**config.mk**
```make
export PLATFORM = sky130hd
export DESIGN_NAME = felc_line_coder
export DESIGN_NICKNAME = d
export VERILOG_FILES = /design/src/inc/felc_pkg.sv /design/src/verilog/felc_line_coder.sv /design/src/verilog/felc_fifo.sv
export SDC_FILE = /design/constraint.sdc
export NUM_CORES = 1
export LEC_CHECK = 0
export BUFFER_PORTS_ARGS = -buffer_cell sky130_fd_sc_hd__buf_2
export CAP_MARGIN = 40
export CORE_MARGIN = 2
export CORE_UTILIZATION = 60
export CTS_CLUSTER_DIAMETER = 60
export CTS_CLUSTER_SIZE = 25
export DETAILED_ROUTE_END_ITERATION = 8
export PLACE_DENSITY = 0.78
export SLEW_MARGIN = 0
export SYNTH_ARGS = -nofsm -noshare
export SYNTH_HDL_FRONTEND = slang
export SYNTH_HIERARCHICAL = 1
export SYNTH_SLANG_ARGS = --single-unit
```
**constraint.sdc**
```tcl
create_clock -name core_clk -period 6.81 [get_ports core_clk]
set_input_delay 0.3405 -clock core_clk [delete_from_list [all_inputs] [get_ports core_clk]]
set_output_delay 0.3405 -clock core_clk [all_outputs]
set_load 0.02 [all_outputs]
```
**src/inc/felc_pkg.sv**
```systemverilog
package felc_pkg;
    localparam int NIB_W = 4;
    localparam int SYM_W = 5;
    localparam int FIFO_DEPTH = 8;
    localparam logic [4:0] SYM_IDLE = 5'h1F;
    localparam logic [4:0] SYM_SSD1 = 5'h18;
    localparam logic [4:0] SYM_SSD2 = 5'h11;
    localparam logic [4:0] SYM_ESD1 = 5'h0D;
    localparam logic [4:0] SYM_ESD2 = 5'h07;
    localparam logic [4:0] SYM_TXER = 5'h04;
    localparam logic [3:0] SSD_NIBBLE = 4'h5;
    localparam logic [2:0] BIT_LAST = 3'h4;
    localparam logic [10:0] SCR_SEED = 11'h7FF;
    // Line levels: low, middle, high
    localparam logic [1:0] LVL_LOW = 2'h0;
    localparam logic [1:0] LVL_MID = 2'h1;
    localparam logic [1:0] LVL_HIGH = 2'h2;
    typedef enum logic [2:0] {TX_IDLE, TX_SSD1, TX_SSD2, TX_DATA, TX_ESD1, TX_ESD2} felc_tx_t;
    typedef enum logic [1:0] {RX_HUNT, RX_SSD2, RX_FRAME} felc_rx_t;

    function automatic logic [4:0] enc4b5b(input logic [3:0] n);
        logic [4:0] s;
        s = SYM_IDLE;
        unique case (n)
            4'h0: s = 5'h1E;
            4'h1: s = 5'h09;
            4'h2: s = 5'h14;
            4'h3: s = 5'h15;
            4'h4: s = 5'h0A;
            4'h5: s = 5'h0B;
            4'h6: s = 5'h0E;
            4'h7: s = 5'h0F;
            4'h8: s = 5'h12;
            4'h9: s = 5'h13;
            4'hA: s = 5'h16;
            4'hB: s = 5'h17;
            4'hC: s = 5'h1A;
            4'hD: s = 5'h1B;
            4'hE: s = 5'h1C;
            4'hF: s = 5'h1D;
        endcase
        return s;
    endfunction : enc4b5b

    // Returns {valid, nibble}; valid low for control and invalid groups
    function automatic logic [4:0] dec5b4b(input logic [4:0] s);
        logic [4:0] r;
        r = 5'h00;
        for (int i = 0; i < 16; i++) begin
            if (enc4b5b(4'(i)) == s) begin
                r = {1'b1, 4'(i)};
            end
        end
        return r;
    endfunction : dec5b4b
endpackage : felc_pkg

```
**src/verilog/felc_line_coder.sv**
```systemverilog
`timescale 1ns/100ps
module felc_line_coder #(
    parameter int FIFO_DEPTH = felc_pkg::FIFO_DEPTH,
    parameter int LOCK_RUN   = 16,
    parameter int LOSS_RUN   = 8
) (
    input  wire logic       core_clk,
    input  wire logic       sys_rst,
    input  wire logic       copperMode,
    input  wire logic [3:0] txNibble,
    input  wire logic       txEnable,
    input  wire logic       txError,
    output logic            txReady,
    output logic            lineTxBit,
    output logic [1:0]      lineTxLevel,
    input  wire logic       lineRxBit,
    output logic [3:0]      rxNibble,
    output logic            rxValid,
    output logic            rxError,
    output logic            rxInFrame
);
    felc_pkg::felc_tx_t txState_reg;
    logic [4:0]  encSym;
    logic        encValid;
    logic        encReady;
    logic [4:0]  symOut;
    logic        symValid;
    logic        symTake;
    logic [4:0]  shReg_reg;
    logic [2:0]  bitCnt_reg;
    logic [10:0] scr_reg;
    logic        serBit;
    logic        nrzi_reg;
    logic        mltUp_reg;
    logic        lineBit_reg;
    logic [1:0]  level_reg;

    localparam int LOCK_W = $clog2(LOCK_RUN);

    if (FIFO_DEPTH < 2) begin : g_badDepth
        $error("felc_line_coder: FIFO_DEPTH must be at least 2");
    end
    // A full key history needs eleven clean idle bits; an error group may legally follow four zeros
    if (LOCK_RUN < 12 || LOSS_RUN < 5 || LOSS_RUN > LOCK_RUN) begin : g_badRun
        $error("felc_line_coder: LOCK_RUN or LOSS_RUN out of range");
    end

    // Transmit framing: nibble request to code group
    always_comb begin
        encSym   = felc_pkg::SYM_IDLE;
        encValid = 1'b1;
        txReady  = 1'b0;
        unique case (txState_reg)
            felc_pkg::TX_IDLE: encSym = felc_pkg::SYM_IDLE;
            felc_pkg::TX_SSD1: encSym = felc_pkg::SYM_SSD1;
            felc_pkg::TX_SSD2: encSym = felc_pkg::SYM_SSD2;
            felc_pkg::TX_DATA: begin
                txReady = encReady && txEnable;
                encValid = txEnable;
                encSym  = txError ? felc_pkg::SYM_TXER : felc_pkg::enc4b5b(txNibble);
            end
            felc_pkg::TX_ESD1: encSym = felc_pkg::SYM_ESD1;
            felc_pkg::TX_ESD2: encSym = felc_pkg::SYM_ESD2;
            default: encSym = felc_pkg::SYM_IDLE;
        endcase
    end

    always_ff @(posedge core_clk or posedge sys_rst) begin
        if (sys_rst) begin
            txState_reg <= felc_pkg::TX_IDLE;
        end else if (encReady) begin
            unique case (txState_reg)
                felc_pkg::TX_IDLE: if (txEnable) txState_reg <= felc_pkg::TX_SSD1;
                felc_pkg::TX_SSD1: txState_reg <= felc_pkg::TX_SSD2;
                felc_pkg::TX_SSD2: txState_reg <= felc_pkg::TX_DATA;
                felc_pkg::TX_DATA: if (!txEnable) txState_reg <= felc_pkg::TX_ESD1;
                felc_pkg::TX_ESD1: txState_reg <= felc_pkg::TX_ESD2;
                felc_pkg::TX_ESD2: txState_reg <= felc_pkg::TX_IDLE;
                default: txState_reg <= felc_pkg::TX_IDLE;
            endcase
        end
    end

    // Symbols queue ahead of the serialiser, which drains one bit per clock
    felc_fifo #(
        .WIDTH (felc_pkg::SYM_W),
        .DEPTH (FIFO_DEPTH)
    ) uTxFifo (
        .core_clk (core_clk),
        .sys_rst  (sys_rst),
        .inData   (encSym),
        .inValid  (encValid),
        .inReady  (encReady),
        .outData  (symOut),
        .outValid (symValid),
        .outReady (symTake)
    );

    assign symTake = (bitCnt_reg == felc_pkg::BIT_LAST);

    always_ff @(posedge core_clk or posedge sys_rst) begin
        if (sys_rst) begin
            shReg_reg  <= felc_pkg::SYM_IDLE;
            bitCnt_reg <= felc_pkg::BIT_LAST;
        end else if (symTake) begin
            shReg_reg  <= symValid ? symOut : felc_pkg::SYM_IDLE;
            bitCnt_reg <= '0;
        end else begin
            shReg_reg  <= {shReg_reg[3:0], 1'b0};
            bitCnt_reg <= bitCnt_reg + 3'h1;
        end
    end

    // Side-stream scrambler, x^11 + x^9 + 1
    always_ff @(posedge core_clk or posedge sys_rst) begin
        if (sys_rst) begin
            scr_reg <= felc_pkg::SCR_SEED;
        end else begin
            scr_reg <= {scr_reg[9:0], scr_reg[10] ^ scr_reg[8]};
        end
    end

    assign serBit = copperMode ? (shReg_reg[4] ^ scr_reg[10]) : shReg_reg[4];

    // NRZI level and three-level sequencer
    always_ff @(posedge core_clk or posedge sys_rst) begin
        if (sys_rst) begin
            nrzi_reg  <= 1'b0;
            mltUp_reg <= 1'b1;
            level_reg <= felc_pkg::LVL_MID;
        end else if (serBit) begin
            nrzi_reg <= ~nrzi_reg;
            unique case (level_reg)
                felc_pkg::LVL_LOW: begin
                    level_reg <= felc_pkg::LVL_MID;
                    mltUp_reg <= 1'b1;
                end
                felc_pkg::LVL_HIGH: begin
                    level_reg <= felc_pkg::LVL_MID;
                    mltUp_reg <= 1'b0;
                end
                felc_pkg::LVL_MID: level_reg <= mltUp_reg ? felc_pkg::LVL_HIGH : felc_pkg::LVL_LOW;
                default: level_reg <= felc_pkg::LVL_MID;
            endcase
        end
    end

    always_ff @(posedge core_clk or posedge sys_rst) begin
        if (sys_rst) begin
            lineBit_reg <= 1'b0;
        end else begin
            lineBit_reg <= nrzi_reg;
        end
    end

    assign lineTxBit   = lineBit_reg;
    assign lineTxLevel = copperMode ? level_reg : felc_pkg::LVL_MID;

    // Receive: NRZI decode, descramble, align on the start pair
    felc_pkg::felc_rx_t rxState_reg;
    logic        rxPrev_reg;
    logic        rxRaw;
    logic [10:0] dscr_reg;
    logic        rxBit;
    logic [3:0]  rxHist_reg;
    logic        dscrKey;
    logic        descBit;
    logic        scrLock_reg;
    logic [LOCK_W-1:0] lockRun_reg;
    logic [2:0]  rxCnt_reg;
    logic [4:0]  rxSym;
    logic        rxSymStb;
    logic [4:0]  rxDec;
    logic [3:0]  rxNib_reg;
    logic        rxVal_reg;
    logic        rxErr_reg;

    assign rxRaw = lineRxBit ^ rxPrev_reg;

    // Key is loaded from the line while unlocked, idle being all ones before scrambling;
    // once locked the register runs on its own feedback
    assign dscrKey = dscr_reg[10] ^ dscr_reg[8];
    assign descBit = rxRaw ^ dscrKey;

    always_ff @(posedge core_clk or posedge sys_rst) begin
        if (sys_rst) begin
            rxPrev_reg <= 1'b0;
            dscr_reg   <= '0;
        end else begin
            rxPrev_reg <= lineRxBit;
            dscr_reg   <= {dscr_reg[9:0], scrLock_reg ? dscrKey : ~rxRaw};
        end
    end

    // Lock on a run of clean idle bits; drop it on a zero run that no coded stream holds
    always_ff @(posedge core_clk or posedge sys_rst) begin
        if (sys_rst) begin
            lockRun_reg <= '0;
            scrLock_reg <= 1'b0;
        end else if (!copperMode) begin
            lockRun_reg <= '0;
            scrLock_reg <= 1'b0;
        end else if (!scrLock_reg) begin
            if (!descBit) begin
                lockRun_reg <= '0;
            end else if (lockRun_reg == LOCK_W'(LOCK_RUN - 1)) begin
                lockRun_reg <= '0;
                scrLock_reg <= 1'b1;
            end else begin
                lockRun_reg <= lockRun_reg + 1'b1;
            end
        end else begin
            if (descBit) begin
                lockRun_reg <= '0;
            end else if (lockRun_reg == LOCK_W'(LOSS_RUN - 1)) begin
                lockRun_reg <= '0;
                scrLock_reg <= 1'b0;
            end else begin
                lockRun_reg <= lockRun_reg + 1'b1;
            end
        end
    end

    // Unlocked copper input reads as idle so no frame opens on noise
    assign rxBit = copperMode ? (scrLock_reg ? descBit : 1'b1) : rxRaw;
    assign rxSym = {rxHist_reg[3:0], rxBit};
    assign rxSymStb = (rxState_reg == felc_pkg::RX_HUNT) ? 1'b0 : (rxCnt_reg == felc_pkg::BIT_LAST);
    assign rxDec = felc_pkg::dec5b4b(rxSym);

    always_ff @(posedge core_clk or posedge sys_rst) begin
        if (sys_rst) begin
            rxHist_reg <= '0;
            rxCnt_reg  <= '0;
            rxState_reg <= felc_pkg::RX_HUNT;
        end else begin
            rxHist_reg <= {rxHist_reg[2:0], rxBit};
            rxCnt_reg  <= (rxCnt_reg == felc_pkg::BIT_LAST) ? 3'h0 : rxCnt_reg + 3'h1;
            unique case (rxState_reg)
                felc_pkg::RX_HUNT: if (rxSym == felc_pkg::SYM_SSD1) begin
                    rxState_reg <= felc_pkg::RX_SSD2;
                    rxCnt_reg   <= '0;
                end
                felc_pkg::RX_SSD2: if (rxSymStb) begin
                    rxState_reg <= (rxSym == felc_pkg::SYM_SSD2) ? felc_pkg::RX_FRAME : felc_pkg::RX_HUNT;
                end
                felc_pkg::RX_FRAME: if (rxSymStb && (rxSym == felc_pkg::SYM_ESD2 || rxSym == felc_pkg::SYM_IDLE)) begin
                    rxState_reg <= felc_pkg::RX_HUNT;
                end
                default: rxState_reg <= felc_pkg::RX_HUNT;
            endcase
        end
    end

    always_ff @(posedge core_clk or posedge sys_rst) begin
        if (sys_rst) begin
            rxNib_reg <= '0;
            rxVal_reg <= 1'b0;
            rxErr_reg <= 1'b0;
        end else begin
            rxVal_reg <= 1'b0;
            rxErr_reg <= 1'b0;
            if (rxState_reg == felc_pkg::RX_SSD2 && rxSymStb && rxSym == felc_pkg::SYM_SSD2) begin
                rxNib_reg <= felc_pkg::SSD_NIBBLE;
            end else if (rxState_reg == felc_pkg::RX_FRAME && rxSymStb) begin
                if (rxDec[4]) begin
                    rxNib_reg <= rxDec[3:0];
                    rxVal_reg <= 1'b1;
                end else if (rxSym != felc_pkg::SYM_ESD1 && rxSym != felc_pkg::SYM_ESD2
                             && rxSym != felc_pkg::SYM_IDLE) begin
                    rxErr_reg <= 1'b1;
                end
            end
        end
    end

    assign rxNibble  = rxNib_reg;
    assign rxValid   = rxVal_reg;
    assign rxError   = rxErr_reg;
    assign rxInFrame = (rxState_reg == felc_pkg::RX_FRAME);
endmodule : felc_line_coder

```
**src/verilog/felc_fifo.sv**
```systemverilog
`timescale 1ns/100ps
module felc_fifo #(
    parameter int WIDTH = 5,
    parameter int DEPTH = 8
) (
    input  wire logic             core_clk,
    input  wire logic             sys_rst,
    input  wire logic [WIDTH-1:0] inData,
    input  wire logic             inValid,
    output logic                  inReady,
    output logic      [WIDTH-1:0] outData,
    output logic                  outValid,
    input  wire logic             outReady
);
    localparam int AW = $clog2(DEPTH);
    if (WIDTH < 1 || DEPTH < 2 || (1 << AW) != DEPTH) begin : g_badShape
        $error("felc_fifo: WIDTH must be at least 1 and DEPTH a power of two >= 2");
    end
    logic [WIDTH-1:0] memArr [DEPTH];
    logic [AW:0]      wrPtr_reg;
    logic [AW:0]      rdPtr_reg;
    logic             doWr;
    logic             doRd;

    assign inReady  = (wrPtr_reg - rdPtr_reg) != (AW+1)'(DEPTH);
    assign outValid = wrPtr_reg != rdPtr_reg;
    assign outData  = memArr[rdPtr_reg[AW-1:0]];
    assign doWr     = inValid && inReady;
    assign doRd     = outValid && outReady;

    always_ff @(posedge core_clk) begin
        if (doWr) begin
            memArr[wrPtr_reg[AW-1:0]] <= inData;
        end
    end

    always_ff @(posedge core_clk or posedge sys_rst) begin
        if (sys_rst) begin
            wrPtr_reg <= '0;
            rdPtr_reg <= '0;
        end else begin
            if (doWr) wrPtr_reg <= wrPtr_reg + 1'b1;
            if (doRd) rdPtr_reg <= rdPtr_reg + 1'b1;
        end
    end
endmodule : felc_fifo

```
Word level (Yosys, flattened, before mapping) --
Memory sizes are Yosys's and may differ from the RTL's. Cells that the tools add are included.
Cells by class: divide/modulo/power cells 0, eq/ne operators 43, $mul 0, bitwise logic cells 7, $lt $le $gt $ge 0, muxes and demuxes 67, reduce and logical (&&, ||, !) cells 20, add/subtract/negate cells 6, shift operators 0
Operator list (count):
- $mux W5 | 19
- $eq A5 B5 Y1 const A | 11
- $mux W4 | 9
- $eq A4 B5 Y1 const A | 5
- $pmux W5 S5 | 1
- $mux W1 | 22
- $mux W3 | 6
- $eq A5 B5 Y1 const B | 3
- $pmux W3 S5 | 1
- $mux W2 | 7
- $add A4 B1 Y4 const B | 3
- $eq A3 B3 Y1 const B | 4
- $logic_and A1 B1 Y1 | 9
- $add A3 B1 Y3 const B | 2
- $eq A3 B2 Y1 const B | 2
- $ne A2 B2 Y1 const B | 3
- $pmux W2 S3 | 1
- $reduce_and A3 Y1 | 2
- $reduce_bool A2 Y1 | 3
- $eq A5 B3 Y1 const B | 1
- $ne A5 B3 Y1 const B | 1
- $ne A5 B4 Y1 const B | 1
- $ne A5 B5 Y1 const B | 1
- $xor A1 B1 Y1 | 5
- other kinds (15) | 21
Word-level totals: flip-flop bits (word level) 67, output and inout bits 11, RAM bits 40, latch bits 0, bits of input ports 10, word-level logic and storage cells 165, bits in read-only memories 80, memories 2
Memory list:
- (no name shown) | depth 16, bits a word 5, rd ports 1, clocked after memory_dff 0, write ports 0, line felc_pkg.sv:24 | unique case (n)
- uTxFifo.memArr | depth 8, bits a word 5, rd ports 1, clocked after memory_dff 0, write ports 1, line felc_fifo.sv:19 | logic [WIDTH-1:0] memArr [DEPTH];

Logic depth before layout (Yosys ltp) --
word-level depth 24, depth in mapped cells 10, gate-level depth less buffers 9

Cells and area by module --
Netlist, hierarchy kept.
By module, submodules not included:
- felc_line_coder | cells each 227, seq. area each 1500.2 um^2, times used 1, area each 2488.6 um^2
- felc_fifo | cells each 123, seq. area each 1401.3 um^2, times used 1, area each 2067.0 um^2

Worst setup path after synthesis --
Ideal clock, no wire load.
path type register to register, from register uTxFifo.rdPtr_reg[1], to memory uTxFifo.memArr[2][0] (enable), data required time 6.426 ns, arrival time 2.427 ns, library setup time 0.384 ns, path slack 4.000 ns, buffers on the path 1, cell stages (with the launch flop) 8, period minus slack after synthesis 2.810 ns, cell sequence dfrtp_1 buf_1 inv_1 ha_1 nor2b_1 o211ai_1 nand3_4 nor4b_1
On the way: word-level cells in the longest chain between the ends 5
Ends and longest elaborated chain:
- start, declared | line felc_fifo.sv:21 | logic [AW:0] rdPtr_reg;
- start signal, assigned | line felc_fifo.sv:43 | if (doRd) rdPtr_reg <= rdPtr_reg + 1'b1;
- $sub A4 B4 Y4 | line felc_fifo.sv:25 | assign inReady = (wrPtr_reg - rdPtr_reg) != (AW+1)'(DEPTH);
- $ne A4 B4 Y1 | line felc_fifo.sv:25
- $logic_and A1 B1 Y1 | line felc_fifo.sv:28 | assign doWr = inValid && inReady;
- $mux W1 | line felc_fifo.sv:32 | if (doWr) begin
- $mux W1 (not written as such) | line felc_fifo.sv:33 | memArr[wrPtr_reg[AW-1:0]] <= inData;
- end, declared | line felc_fifo.sv:19
Every way passes these cells.

Final worst setup path --
from register uTxFifo.rdPtr_reg[1], to memory uTxFifo.memArr[2][2] (enable)
The elaborated chain is that of the path after synthesis.

==> impl_metrics.json <==
{
  "status": "finished, final reports clean",
  "rr_endpoint": "uTxFifo/memArr[2][2]$_DFFE_PP_",
  "synthArstFlopShare_pct": 62.62,
  "setup_tns_ns": 0,
  "synth_cell_types": 54,
  "min-delay-path-class": "in2reg",
  "final_hold_viol_count": 0,
  "start_kind": "flop",
  "power_density_mw_per_mm2": 426.7,
  "holdWs_ns": 0.09806,
  "min_path_cells": 1,
  "path_clk_slew_ns": 0.11,
  "grt_max_degree": 38,
  "cts_buffers": 9,
  "maxCapViolations": 0,
  "vdd_drop_max_mv": 0.2581,
  "hp-start": "lineRxBit",
  "grt_pass1_vias": 2576,
  "finalSetupViolations": 0,
  "cts.sinks": 107,
  "ys_seq_area_share_pct": 63.69,
  "port_buffers": 20,
  "die_height_um": 91.14,
  "grt_overflow": 0,
  "clk_root_buffer_cell": "clkbuf_8",
  "die_area_sq_mm": 0.008306,
  "hpwl_mm": 5.387,
  "core_sq_mm": 0.007292,
  "r2r_cells": 6,
  "finalMaxSlewViolations": 0,
  "arrival_ns": 3.11,
  "gp_congestion": 0.8447,
  "syn_nets": 370,
  "insertion_delay_ns": 0.38,
  "synthToLayoutAreaGrowth_pct": 9.283,
  "crit_path_end_kind": "flop",
  "synth_seq_cells": 107,
  "grt_util_all_layers_pct": 19.97,
  "synth_area_sq_mm": 0.004556,
  "largest_register_ff_count": 40,
  "worst-path-max-fanout": 14,
  "vias_per_cell": 5.619,
  "timing.fmax_ghz": 0.3218,
  "cts_buffer_depth": 2,
  "ioPinCount": 21,
  "slew_headroom_pct": 37.35,
  "fillerInstances": 543,
  "routed-via-count": 2697,
  "worst_pin_slew_ns": 0.9266,
  "die_w_um": 91.14,
  "htreeDepth": 3,
  "drive_gt1_share_pct": 21.52,
  "drt-total-wl_mm": 7.745,
  "grt_antenna_before_repair": 0,
  "n_antenna_cell": 0,
  "post-route-period-util_pct": 45.63,
  "syn_inst": 350,
  "ant_nets": 0,
  "num_rows": 31,
  "ys.flop_type": "dfrtp_1",
  "leakagePower_nw": 2.106,
  "power_mw": 2.124,
  "required_ns": 6.82,
  "cts_resized": 0,
  "synth_edf_count": 40,
  "drt_iter0_markers": 142,
  "grt_pass1_wl_mm": 12.74,
  "finClkSkew_ns": 0.01350,
  "avgSynthCellArea_sq_um": 13.02,
  "regToRegSetupSlack_ns": 3.70,
  "cts_tree": "built",
  "drc_errors": 0,
  "period_minus_slack_ns": 3.107,
  "r2r-start": "uTxFifo/rdPtr_reg[1]$_DFFE_PP0P_",
  "wl_per_cell_um": 16.14,
  "rsz0062_at_grt": "no",
  "final_nets": 396,
  "ys_warn_count": 6,
  "critical_path_class": "reg2reg",
  "start_util_pct": 62.47,
  "dr.pass1.iters": 5,
  "holdPathEnd": "rxPrev_reg$_DFF_PP0_"
}
==> kinds of logic after synthesis <==
| kind of cell | count (synthesis) | synth area share, % |
|---|---|---|
| AO/OA/AOI/OAI | 46 | 6.949 |
| XOR/XNOR | 23 | 4.916 |
| adder cells (fa/ha/maj) | 10 | 2.746 |
| buffers and inverters | 38 | 3.158 |
| flip-flops | 107 | 63.69 |
| multiplexers | 17 | 6.674 |
| AND/OR/NAND/NOR | 109 | 11.86 |
==> worst max-delay path: stages, from the launching register on <==
cell and delay [ns]:
dfrtp_1 0.70, inv_1 0.10, ha_1 0.34, nor2b_1 0.19, o211ai_1 0.37, nand3_4 0.20
nor4b_1 0.84
==> placed cells by master (no fill, tap or decap), types with 9 or more instances in the layout <==
master and instances:
edfxtp_1 40, xnor2_1 15, dfstp_2 19, ha_1 10
buf_2 21, inv_1 24, mux4_2 10, clkbuf_8 9
nand2_1 37, nor2_1 26, dfrtp_1 48, o21ai_0 12
==> cell usage after synthesis, types with 2 or more instances <==
library cell,n,area share (%)
mux2_2,3,0.74
buf_1,2,0.16
and3_1,4,0.55
o21ai_0,12,1.3
o31ai_1,2,0.33
nor2_1,26,2.1
clkbuf_1,9,0.74
xnor2_1,15,2.9
o211ai_1,3,0.49
mux2i_1,3,0.66
a31oi_1,6,0.82
a21oi_1,7,0.77
a211o_1,2,0.38
o21bai_1,2,0.33
edfxtp_1,40,26
nand4_1,2,0.27
nand3_1,7,0.77
ha_1,10,2.7
nand2_1,37,3.0
nor3_1,4,0.44
nor4_1,6,0.82
nor2b_1,5,0.69
nor4b_1,2,0.38
mux4_2,10,4.9
or3_1,3,0.41
xor2_1,6,1.2
dfrtp_1,48,26
inv_1,25,2.1
and2_1,3,0.41
nand2b_1,4,0.55
dfstp_2,19,11
==> what timing repair did <==
item | CTS | global route
hold buffers | 1 | 0
hold endpoints to repair | 28 | 0
setup buffers | 0 | 0
==> final cells by class <==
cell class	instances	area, sq um	share of cell area [%]
Tap cell	99	123.9	2.488
Sequential cell	107	2902	58.28
Multi-Input combinational cell	205	1510	30.33
Clock buffer	9	123.9	2.488
Timing Repair Buffer	27	156.4	3.141
Inverter	26	97.59	1.960
Clock inverter	7	65.06	1.307
==> power by group <==
group          internal [mW]  switching, mW
registers              0.902          0.151
logic                  0.326          0.375
clock network          0.143          0.228
==> metal layers <==
metal / part of all wire (%) / wire length, um / vias to the layer above / GRT usage (%)
met2: 48 / 3737 / 57 / 31.42
met4: 1.8 / 140 / 0 / 6.187
met5: 0 / 0 / - / 0
met1: 46 / 3584 / 1339 / 27.41
met3: 3.7 / 283 / 14 / 5.560
li1: - / - / 1287 / -
==> worst max path at each step <==
stage | startpoint | cells after the start | slack (ns) | to
global route | uTxFifo/rdPtr_reg[1]$_DFFE_PP0P_ | 6 | 3.50 | uTxFifo/memArr[6][0]$_DFFE_PP_
detailed placement | uTxFifo/rdPtr_reg[1]$_DFFE_PP0P_ | 6 | 3.76 | uTxFifo/memArr[2][0]$_DFFE_PP_
global placement | uTxFifo/rdPtr_reg[1]$_DFFE_PP0P_ | 6 | 3.91 | uTxFifo/memArr[6][1]$_DFFE_PP_
floorplan | uTxFifo/rdPtr_reg[1]$_DFFE_PP0P_ | 7 | 4.00 | uTxFifo/memArr[2][0]$_DFFE_PP_
finish | uTxFifo/rdPtr_reg[1]$_DFFE_PP0P_ | 6 | 3.70 | uTxFifo/memArr[2][2]$_DFFE_PP_
CTS | uTxFifo/rdPtr_reg[1]$_DFFE_PP0P_ | 6 | 3.74 | uTxFifo/memArr[2][0]$_DFFE_PP_
==> metrics by stage <==
stage	std cells	setup slack, ns	util (%)	instance area (sq um)
after global placement	458	3.913	65.01	4741
after floorplan	350	4.000	-	4556
final	480	3.703	68.27	4979
after global routing	480	3.500	68.27	4979
after detailed placement	462	3.759	65.48	4775
after CTS	479	3.741	68.21	4974
No activity file was read; power rests on OpenSTA's default activity.
